<file path="config.mk">
export PLATFORM = sky130hd
export DESIGN_NAME = usart_core
export DESIGN_NICKNAME = d
export VERILOG_FILES = /design/src/usart_cfg_pkg.sv /design/src/usart_core.sv /design/src/baud_gen.sv /design/src/clk_sync_edge.sv
export SDC_FILE = /design/constraint.sdc
export NUM_CORES = 1
export LEC_CHECK = 0
export ABC_CLOCK_PERIOD_IN_PS = 2650
export BUFFER_PORTS_ARGS = -buffer_cell sky130_fd_sc_hd__buf_2
export CORE_ASPECT_RATIO = 1.2
export CORE_UTILIZATION = 50
export CTS_CLUSTER_DIAMETER = 150
export DETAILED_ROUTE_END_ITERATION = 10
export PLACE_DENSITY = 0.69
export SYNTH_ARGS = -nofsm -noshare
export SYNTH_HDL_FRONTEND = slang
export SYNTH_SLANG_ARGS = --single-unit
</file>
<file path="constraint.sdc">
create_clock -name clock -period 2.65 [get_ports clock]
set_clock_uncertainty 0.05 [all_clocks]
set_input_delay 0.1325 -clock clock [delete_from_list [all_inputs] [get_ports clock]]
set_output_delay 0.1325 -clock clock [all_outputs]
set_load 0.01 [all_outputs]
</file>
<file path="src/usart_cfg_pkg.sv">
// Function
// - Four clock modes chosen by sync select.
// - Clock direction picks master or slave clock.
// - Transfer clock pin idle in asynchronous mode.
// - Counter reloads at zero and low-byte write.
// - One baud tick each time counter hits zero.
// - Transmit divides ticks by 16, 8 or 2.
// - Divisor is twelve bits from two bytes.
// - Double speed halves asynchronous divider to 8.
// - Double speed ignored in synchronous mode.
// - Double speed receiver counts 8 ticks per bit.
// - Slave clock synchronised then edge detected.
// - Sample on edge opposite data change.
// - Polarity bit selects change and sample edges.
// - Frames: 5-9 data, parity option, 1-2 stops.
// - Start, data LSB first, parity, stops.
// - Size, parity, stop fields set frame format.
// - One shared format; changes corrupt transfers.
// - Frame error only when first stop zero.
// - Parity is data xor, inverted for odd.
package usart_cfg_pkg;
  localparam logic [2:0] addr_divisor_low = 3'h0;
  localparam logic [2:0] addr_divisor_high = 3'h1;
  localparam logic [2:0] addr_frame_control = 3'h2;
  localparam logic [2:0] addr_status_control = 3'h3;
  localparam logic [2:0] addr_data = 3'h4;
  localparam int ctl_sync_bit = 6;
  localparam int ctl_parity_lsb = 4;
  localparam int ctl_stop_bit = 3;
  localparam int ctl_size_lsb = 0;
  localparam int ctl_polarity_bit = 7;
  localparam int sta_rx_done_bit = 7;
  localparam int sta_tx_done_bit = 6;
  localparam int sta_frame_err_bit = 4;
  localparam int sta_parity_err_bit = 2;
  localparam int sta_double_bit = 1;
  localparam int sta_dir_bit = 0;
  localparam logic [7:0] frame_control_reset = 8'h06;
  localparam logic [3:0] div_normal = 4'hf;
  localparam logic [3:0] div_double = 4'h7;
  localparam logic [3:0] div_sync = 4'h1;
  localparam logic [3:0] mid_normal = 4'h7;
  localparam logic [3:0] mid_double = 4'h3;
  localparam logic [3:0] mid_sync = 4'h0;
  localparam logic [3:0] min_data_bits = 4'h5;
  typedef enum logic [1:0] {
    mode_async = 2'b00,
    mode_double = 2'b01,
    mode_master = 2'b10,
    mode_slave = 2'b11
  } clk_mode_t;
  typedef struct packed {
    logic polarity;
    logic stop_two;
    logic parity_on;
    logic parity_odd;
    logic [3:0] data_bits;
  } frame_fmt_t;
endpackage

</file>
<file path="src/usart_core.sv">
`timescale 1ns/1ps
module usart_core (
  input wire logic clock,
  input wire logic rst_n,
  input wire logic [2:0] addr,
  input wire logic [7:0] wdata,
  input wire logic wr,
  input wire logic rd,
  output logic [7:0] rdata,
  input wire logic serial_input_pin,
  output logic serial_output_pin,
  input wire logic transfer_clock_in,
  output logic transfer_clock_out,
  output logic transfer_clock_oe
);
  logic [7:0] baud_divisor_low;
  logic [3:0] baud_divisor_high;
  logic [7:0] frame_control_register;
  logic double_speed_bit;
  logic transfer_clock_direction;
  logic transmit_complete_flag;
  logic receive_complete_flag;
  logic frame_error_flag;
  logic parity_error_flag;
  logic [8:0] tx_hold;
  logic tx_hold_full;
  logic [8:0] rx_data;
  logic tick;
  logic xrise;
  logic xfall;
  logic xlevel;
  logic rxd_s1;
  logic rxd_s2;
  logic rxd_s3;
  logic rxd;
  usart_cfg_pkg::clk_mode_t mode;
  usart_cfg_pkg::frame_fmt_t fmt;
  logic sync_mode_select;
  logic [3:0] div_top;
  logic [3:0] mid_point;
  logic tx_step;
  logic rx_step;

  assign sync_mode_select = frame_control_register[usart_cfg_pkg::ctl_sync_bit];
  // One format shared by both directions; changing it mid-frame garbles both.
  assign fmt.polarity = frame_control_register[usart_cfg_pkg::ctl_polarity_bit];
  assign fmt.stop_two = frame_control_register[usart_cfg_pkg::ctl_stop_bit];
  assign fmt.parity_on = frame_control_register[usart_cfg_pkg::ctl_parity_lsb + 1];
  assign fmt.parity_odd = frame_control_register[usart_cfg_pkg::ctl_parity_lsb];
  // Size codes 0..3 give 5..8 bits; every code from 4 up selects 9 bits.
  assign fmt.data_bits = frame_control_register[2] ? 4'h9 :
    usart_cfg_pkg::min_data_bits + {2'b00, frame_control_register[1:0]};

  always_comb begin
    if (!sync_mode_select) begin
      // Double speed matters only when asynchronous.
      mode = double_speed_bit ? usart_cfg_pkg::mode_double : usart_cfg_pkg::mode_async;
    end else begin
      mode = transfer_clock_direction ? usart_cfg_pkg::mode_master :
        usart_cfg_pkg::mode_slave;
    end
  end

  always_comb begin
    unique case (mode)
      usart_cfg_pkg::mode_async: begin
        div_top = usart_cfg_pkg::div_normal;
        mid_point = usart_cfg_pkg::mid_normal;
      end
      usart_cfg_pkg::mode_double: begin
        div_top = usart_cfg_pkg::div_double;
        mid_point = usart_cfg_pkg::mid_double;
      end
      usart_cfg_pkg::mode_master, usart_cfg_pkg::mode_slave: begin
        div_top = usart_cfg_pkg::div_sync;
        mid_point = usart_cfg_pkg::mid_sync;
      end
    endcase
  end

  baud_gen u_baud (
    .clock(clock),
    .rst_n(rst_n),
    .divisor({baud_divisor_high, baud_divisor_low}),
    .reload(wr && addr == usart_cfg_pkg::addr_divisor_low),
    .tick(tick)
  );

  clk_sync_edge u_xck (
    .clock(clock),
    .rst_n(rst_n),
    .pin(transfer_clock_in),
    .rise(xrise),
    .fall(xfall),
    .level(xlevel)
  );

  always_ff @(posedge clock) begin
    if (!rst_n) begin
      rxd_s1 <= 1'b1;
      rxd_s2 <= 1'b1;
      rxd_s3 <= 1'b1;
      rxd <= 1'b1;
    end else begin
      rxd_s1 <= serial_input_pin;
      rxd_s2 <= rxd_s1;
      rxd_s3 <= rxd_s2;
      if (rxd_s2 == rxd_s3) begin
        rxd <= rxd_s3;
      end
    end
  end

  // Master clock: toggles on each baud tick, giving a divide by two.
  logic xck_int;
  logic xck_change;
  logic xck_sample;
  always_ff @(posedge clock) begin
    if (!rst_n) begin
      xck_int <= 1'b0;
    end else if (mode == usart_cfg_pkg::mode_master && tick) begin
      xck_int <= !xck_int;
    end else if (mode != usart_cfg_pkg::mode_master) begin
      xck_int <= 1'b0;
    end
  end

  always_ff @(posedge clock) begin
    if (!rst_n) begin
      transfer_clock_out <= 1'b0;
      transfer_clock_oe <= 1'b0;
    end else begin
      // The pin takes the toggled level at once, so it moves on the same edge as the data.
      transfer_clock_out <= (mode == usart_cfg_pkg::mode_master) ?
        (xck_int ^ tick ^ fmt.polarity) : 1'b0;
      transfer_clock_oe <= (mode == usart_cfg_pkg::mode_master);
    end
  end

  // Data changes on one edge and is sampled on the other.
  always_comb begin
    if (mode == usart_cfg_pkg::mode_master) begin
      // The internal clock rising is the change edge; polarity only inverts the pin.
      xck_change = tick && !xck_int;
      xck_sample = tick && xck_int;
    end else begin
      // Slave edges arrive a few cycles late, so the peer must stay below a quarter rate.
      xck_change = fmt.polarity ? xfall : xrise;
      xck_sample = fmt.polarity ? xrise : xfall;
    end
  end

  // Transmitter.
  logic [3:0] tx_div;
  logic [3:0] tx_pos;
  logic [3:0] tx_last;
  logic [8:0] tx_shift;
  logic tx_par;
  logic tx_busy;
  assign tx_last = fmt.data_bits + {3'b000, fmt.parity_on} + {3'b000, fmt.stop_two};
  assign tx_step = sync_mode_select ? xck_change : (tick && tx_div == 4'h0);

  always_ff @(posedge clock) begin
    if (!rst_n || sync_mode_select) begin
      tx_div <= 4'h0;
    end else if (tick) begin
      tx_div <= (tx_div == 4'h0) ? div_top : tx_div - 4'h1;
    end
  end

  always_ff @(posedge clock) begin
    if (!rst_n) begin
      tx_busy <= 1'b0;
      tx_pos <= 4'h0;
      tx_shift <= 9'h000;
      tx_par <= 1'b0;
      serial_output_pin <= 1'b1;
    end else if (tx_step) begin
      if (!tx_busy) begin
        if (tx_hold_full) begin
          tx_busy <= 1'b1;
          tx_pos <= 4'h0;
          tx_shift <= tx_hold;
          tx_par <= fmt.parity_odd;
          serial_output_pin <= 1'b0;
        end else begin
          serial_output_pin <= 1'b1;
        end
      end else begin
        tx_pos <= tx_pos + 4'h1;
        if (tx_pos < fmt.data_bits) begin
          serial_output_pin <= tx_shift[0];
          tx_par <= tx_par ^ tx_shift[0];
          tx_shift <= {1'b0, tx_shift[8:1]};
        end else if (fmt.parity_on && tx_pos == fmt.data_bits) begin
          serial_output_pin <= tx_par;
        end else begin
          serial_output_pin <= 1'b1;
        end
        if (tx_pos == tx_last) begin
          tx_busy <= 1'b0;
        end
      end
    end
  end

  // Receiver.
  logic [3:0] rx_cnt;
  logic [3:0] rx_pos;
  logic [8:0] rx_shift;
  logic rx_par;
  logic rx_busy;
  logic rx_sample;
  logic rx_done;
  logic rx_ferr;
  logic rx_perr;
  assign rx_step = sync_mode_select ? xck_sample : tick;

  always_ff @(posedge clock) begin
    if (!rst_n) begin
      rx_busy <= 1'b0;
      rx_cnt <= 4'h0;
      rx_pos <= 4'h0;
      rx_shift <= 9'h000;
      rx_par <= 1'b0;
      rx_done <= 1'b0;
      rx_ferr <= 1'b0;
      rx_perr <= 1'b0;
    end else begin
      rx_done <= 1'b0;
      if (rx_step) begin
        if (!rx_busy) begin
          if (!rxd) begin
            rx_busy <= 1'b1;
            rx_cnt <= 4'h0;
            // A synchronous start is taken on a sample edge, so the next edge holds data bit 0.
            rx_pos <= sync_mode_select ? 4'h1 : 4'h0;
            rx_par <= fmt.parity_odd;
            rx_shift <= 9'h000;
          end
        end else if (rx_sample) begin
          rx_cnt <= 4'h0;
          rx_pos <= rx_pos + 4'h1;
          if (rx_pos == 4'h0) begin
            // A start bit that is high again at its middle was only noise.
            if (rxd) begin
              rx_busy <= 1'b0;
            end
          end else if (rx_pos <= fmt.data_bits) begin
            rx_shift[rx_pos - 4'h1] <= rxd;
            rx_par <= rx_par ^ rxd;
          end else if (fmt.parity_on && rx_pos == fmt.data_bits + 4'h1) begin
            rx_perr <= rx_par ^ rxd;
          end else begin
            // Only the first stop bit is looked at; a second one passes unseen.
            rx_ferr <= !rxd;
            rx_done <= 1'b1;
            rx_busy <= 1'b0;
            if (!fmt.parity_on) begin
              rx_perr <= 1'b0;
            end
          end
        end else begin
          rx_cnt <= rx_cnt + 4'h1;
        end
      end
    end
  end
  // Synchronous start is seen on a sample edge, so the first data bit follows directly.
  assign rx_sample = sync_mode_select ? 1'b1 :
    (rx_pos == 4'h0 ? rx_cnt == mid_point : rx_cnt == div_top);

  // Register file.
  always_ff @(posedge clock) begin
    if (!rst_n) begin
      baud_divisor_low <= 8'h00;
      baud_divisor_high <= 4'h0;
      frame_control_register <= usart_cfg_pkg::frame_control_reset;
      double_speed_bit <= 1'b0;
      transfer_clock_direction <= 1'b0;
    end else if (wr) begin
      unique case (addr)
        usart_cfg_pkg::addr_divisor_low: baud_divisor_low <= wdata;
        usart_cfg_pkg::addr_divisor_high: baud_divisor_high <= wdata[3:0];
        usart_cfg_pkg::addr_frame_control: frame_control_register <= wdata;
        usart_cfg_pkg::addr_status_control: begin
          double_speed_bit <= wdata[usart_cfg_pkg::sta_double_bit];
          transfer_clock_direction <= wdata[usart_cfg_pkg::sta_dir_bit];
        end
        default: begin
        end
      endcase
    end
  end

  logic tx_wr;
  logic tx_taken;
  assign tx_wr = wr && addr == usart_cfg_pkg::addr_data;
  assign tx_taken = tx_step && !tx_busy && tx_hold_full;
  always_ff @(posedge clock) begin
    if (!rst_n) begin
      tx_hold <= 9'h000;
      tx_hold_full <= 1'b0;
    end else if (tx_wr) begin
      tx_hold <= {frame_control_register[2] ? baud_divisor_high[3] : 1'b0, wdata};
      tx_hold_full <= 1'b1;
    end else if (tx_taken) begin
      tx_hold_full <= 1'b0;
    end
  end

  // Flags: hardware set wins over a software clear in the same cycle.
  logic tx_end;
  assign tx_end = tx_step && tx_busy && tx_pos == tx_last && !tx_hold_full;
  always_ff @(posedge clock) begin
    if (!rst_n) begin
      transmit_complete_flag <= 1'b0;
      receive_complete_flag <= 1'b0;
      frame_error_flag <= 1'b0;
      parity_error_flag <= 1'b0;
      rx_data <= 9'h000;
    end else begin
      if (tx_end) begin
        transmit_complete_flag <= 1'b1;
      end else if (wr && addr == usart_cfg_pkg::addr_status_control &&
          wdata[usart_cfg_pkg::sta_tx_done_bit]) begin
        transmit_complete_flag <= 1'b0;
      end
      if (rx_done) begin
        receive_complete_flag <= 1'b1;
        rx_data <= rx_shift;
        frame_error_flag <= rx_ferr;
        parity_error_flag <= rx_perr;
      end else if (rd && addr == usart_cfg_pkg::addr_data) begin
        receive_complete_flag <= 1'b0;
      end
    end
  end

  always_ff @(posedge clock) begin
    if (!rst_n) begin
      rdata <= 8'h00;
    end else if (rd) begin
      unique case (addr)
        usart_cfg_pkg::addr_divisor_low: rdata <= baud_divisor_low;
        usart_cfg_pkg::addr_divisor_high: rdata <= {4'h0, baud_divisor_high};
        usart_cfg_pkg::addr_frame_control: rdata <= frame_control_register;
        usart_cfg_pkg::addr_status_control: rdata <= {receive_complete_flag,
          transmit_complete_flag, !tx_hold_full, frame_error_flag, xlevel,
          parity_error_flag, double_speed_bit, transfer_clock_direction};
        usart_cfg_pkg::addr_data: rdata <= rx_data[7:0];
        default: rdata <= 8'h00;
      endcase
    end else begin
      rdata <= 8'h00;
    end
  end
endmodule

</file>
<file path="src/baud_gen.sv">
`timescale 1ns/1ps
module baud_gen (
  input wire logic clock,
  input wire logic rst_n,
  input wire logic [11:0] divisor,
  input wire logic reload,
  output logic tick
);
  logic [11:0] count;
  always_ff @(posedge clock) begin
    if (!rst_n) begin
      count <= 12'h000;
      tick <= 1'b0;
    end else if (reload) begin
      count <= divisor;
      tick <= 1'b0;
    end else if (count == 12'h000) begin
      count <= divisor;
      tick <= 1'b1;
    end else begin
      count <= count - 12'h001;
      tick <= 1'b0;
    end
  end
endmodule

</file>
<file path="src/clk_sync_edge.sv">
`timescale 1ns/1ps
module clk_sync_edge (
  input wire logic clock,
  input wire logic rst_n,
  input wire logic pin,
  output logic rise,
  output logic fall,
  output logic level
);
  logic s1;
  logic s2;
  logic s3;
  always_ff @(posedge clock) begin
    if (!rst_n) begin
      s1 <= 1'b0;
      s2 <= 1'b0;
      s3 <= 1'b0;
      level <= 1'b0;
    end else begin
      s1 <= pin;
      s2 <= s1;
      s3 <= s2;
      if (s2 == s3) begin
        level <= s3;
      end
    end
  end
  // Edges are judged on the agreed level, so a runt glitch shorter than a cycle is dropped.
  assign rise = (s2 == s3) && s3 && !level;
  assign fall = (s2 == s3) && !s3 && level;
endmodule

</file>
==> impl_metrics.tcl <==
set metrics [dict create \
    wirelength_um 15100 \
    syn_inst 680 \
    grt_pass1_wl_um 24700 \
    irDropWorstVdd_uv 778 \
    fp.dieH_um 121 \
    h-tree-depth 4 \
    cp_slowest_stage_delay_ns 0.41 \
    placed_area_mm2 0.00627 \
    final_area_mm2 0.00714 \
    synth.area.top_cells "dfxtp_1 (40%), nand2_1 (5.7%), mux2i_1 (5.6%)" \
    gp_congestion 0.860 \
    hold_path_class "input pin to flop" \
    slowest_stage "nor4b_4" \
    worst_r2r_endpoint "rx_shift[1]$_SDFFE_PN0P_" \
    p_per_area_mw_per_mm2 750 \
    arrival_ns 2.78 \
    cts_made_buffers 17 \
    p_sw_share_pct 26.8 \
    drc_errors 0 \
    synth_most_common_cell "dfxtp_1" \
    grtUsageMet3_pct 5.07 \
    syn_nets 723 \
    syn_avg_cell_area_um2 8.66 \
    rows 43 \
    crit_family "simple AND/OR/NAND/NOR gates" \
    start_util_pct 51.1 \
    tightest_slew_ns 0.858 \
    ys_seq_area_share_pct 39.8 \
    n_antenna_cell 0 \
    wl_per_cell_um 16.8 \
    finish.utilization_pct 62.0 \
    r2r_start "frame_control_register[1]$_SDFFE_PN1P_" \
    fillers 977 \
    area_growth_pct 21.3 \
    dp_hpwl_um 10300 \
    netlist-cell-type-count 67 \
    crit_type "flop to flop" \
    ys_ff_latch 117 \
    syn_area_mm2 0.00589 \
    period_needed_ns 2.56 \
    synth_ff_type "dfxtp_1" \
    grt_pass1_vias 5054 \
    final_layout_size_suffix_gt1_share_pct 16.3 \
    die_w_um 101 \
    power.leakage_nw 2.67 \
    drtIter0Drc 371 \
    ios 28 \
    port-buffer-count 27 \
    cpMostUsedCell "ha_4" \
    max-cap-violations 0 \
    crit_chain "ha_4 -> nand2b_4 -> ha_4 -> nor2b_4 -> o211ai_1 -> a21oi_1 -> buf_4 -> nor4_4 -> nor4b_4 -> a211oi_1" \
    cp.required_ns 2.87 \
    grt_remaining_overflow 0 \
    num-nets-final 773 \
    cp-start-kind "flop" \
    netlist_top_cells_count "dfxtp_1 (117), nand2_1 (90), nor2_1 (71)" \
    grt.met1_usage_pct 30.3 \
    yosysWarnings 0 \
    post-route-period-util_pct 96.7 \
    first_pass_iters 5 \
    worstSkewPairLatency_ns 0.42 \
    grt_usage_pct 26.3 \
    hold_depth 3 \
    fmax_mhz 390 \
    critPathCaptureType "flop" \
    dp.cells 852 \
    ctsRootBufferMaster "clkbuf_16" \
    vias 5210 \
    grt.busiest_layer "met2" \
    hold_path_end "transfer_clock_direction$_SDFFE_PN0P_" \
    path_clk_slew_ns 0.06 \
    finalSetupViolCount 0 \
    min_from "wr" \
    grt_max_degree 77 \
    combPwrFrac_pct 14.8 \
    p_total_mw 5.35 \
    yosys.area.top_type "dfxtp_1" \
    grt_use_met2_pct 45.5 \
    slew_headroom_pct 42.7 \
    ant_nets 0 \
    intPower_mw 3.92 \
    p_sw_mw 1.43 \
    synth_edf_count 0 \
    pwr-share-seq_pct 37.3 \
    holdWs_ns 0.0459 \
    share_clk_of_total_power_pct 47.9 \
    drt-vias-per-instance 5.79 \
    status "finished clean" \
    finalNonFillerCells 900 \
    cts_max_path_buffers 2 \
    r2r_slack_ns 0.09 \
    clock-sinks 117 \
    antenna_found_initial 0 \
    coreArea_mm2 0.0115 \
    final_hold_viol_count 0 \
    synth_top_area_share_pct 39.8 \
    reg2regPathDepth 10 \
    tritoncts "done" \
    slew_violations 0 \
    die_area_mm2 0.0122 \
    ys_async_sr_fraction_pct 0 \
    path_buf_inv 1 \
    critPathMaxFanout 4 \
]
[tightest hold or removal path, cell delays in order]
cell and delay [ns]:
buf_2 0.17, nand3_1 0.10, a21oi_1 0.05
[how the worst max path moves through the flow]
stage	start	to	slack [ns]	cells past startpoint
CTS	frame_control_register[1]$_SDFFE_PN1P_	rx_shift[2]$_SDFFE_PN0P_	0.01	10
floorplan	frame_control_register[0]$_SDFFE_PN0P_	rx_perr$_SDFFE_PN0P_	0.10	9
global placement	frame_control_register[1]$_SDFFE_PN1P_	rx_shift[2]$_SDFFE_PN0P_	0.13	10
finish	frame_control_register[1]$_SDFFE_PN1P_	rx_shift[1]$_SDFFE_PN0P_	0.09	10
global route	frame_control_register[1]$_SDFFE_PN1P_	rx_shift[2]$_SDFFE_PN0P_	-0.02	10
detailed placement	frame_control_register[1]$_SDFFE_PN1P_	rx_shift[2]$_SDFFE_PN0P_	-0.03	10
[area by class of cell]
cell class | count | area (µm²) | area share (%)
clock buffer | 18 | 439 | 6.15
multi-input combinational | 504 | 3370 | 47.3
tap | 157 | 196 | 2.75
timing repair buffer | 66 | 468 | 6.55
sequential | 117 | 2350 | 32.9
clock inverter | 14 | 224 | 3.14
inverter | 24 | 90.1 | 1.26
[cell families after synthesis]
logic type	Yosys count	synth area share, %
flip-flops	117	39.8
adder cells (fa/ha/maj)	26	5.65
buffers and inverters	59	3.85
multiplexers	41	7.33
XOR/XNOR	19	2.83
AO/OA/AOI/OAI	143	16.4
AND/OR/NAND/NOR	275	24.1
[metal layers]
metal / wire (µm) / up-vias
met4: 499 / 0
li1: - / 2531
met2: 7740 / 172
met3: 686 / 44
met5: 0 / -
met1: 6210 / 2463
[layout by cell type (no fill, tap or decap), types with 4 or more instances in the layout]
master,instances
and2_1,7
buf_2,27
nand4_1,7
clkbuf_16,17
mux2_2,5
nand2_1,90
xor2_1,10
o21ai_0,19
dfxtp_1,115
buf_4,27
a31oi_1,12
nand3b_1,8
o211ai_1,4
nor2_1,71
nor3_1,14
mux2i_1,33
nand2b_1,12
a311oi_1,5
dlygate4sd3_1,11
nand3_1,19
a22oi_1,6
xnor2_1,9
clkinvlp_4,4
inv_1,23
a21oi_1,48
nor3_2,4
nor4_1,4
ha_1,23
a211oi_1,21
nand4b_1,4
nor2b_1,6
bufinv_16,5
[repair_timing]
item	4_1_cts	5_1_grt
buffers inserted	1	4
hold endpoints to repair	30	0
hold buffers	11	0
endpoints found under the setup margin	3	9
pin swaps	1	6
resized for setup	0	12
[power groups by stage]
| stage | Combinational [mW] | Clock (mW) | Sequential (mW) |
|---|---|---|---|
| detailed placement | 0.764 | 0 | 2.03 |
| floorplan | 0.617 | 0 | 2.00 |
| CTS | 0.787 | 2.58 | 2.00 |
| finish | 0.793 | 2.56 | 2.00 |
| global placement | 0.734 | 0 | 2.02 |
| global route | 0.886 | 2.67 | 2.02 |
[flip-flops by register name, summed over array words and instances, names as in the netlist, 8 cells and up]
| signal | cells |
|---|---|
| baud_divisor_low | 8 |
| rx_shift | 8 |
| tx_shift | 9 |
| frame_control_register | 8 |
| rx_data | 8 |
| rdata | 8 |
| tx_hold | 9 |
| u_baud.count | 12 |
[through the flow]
| stage | setup TNS (ns) | setup slack [ns] |
|---|---|---|
| finish | 0 | 0.0869 |
| global route | -0.0855 | -0.0212 |
| CTS | 0 | 0.0101 |
| detailed placement | -0.0517 | -0.0259 |
| global placement | 0 | 0.132 |
| floorplan | 0 | 0.103 |
Note: power is estimated with default switching activity, not from simulation.
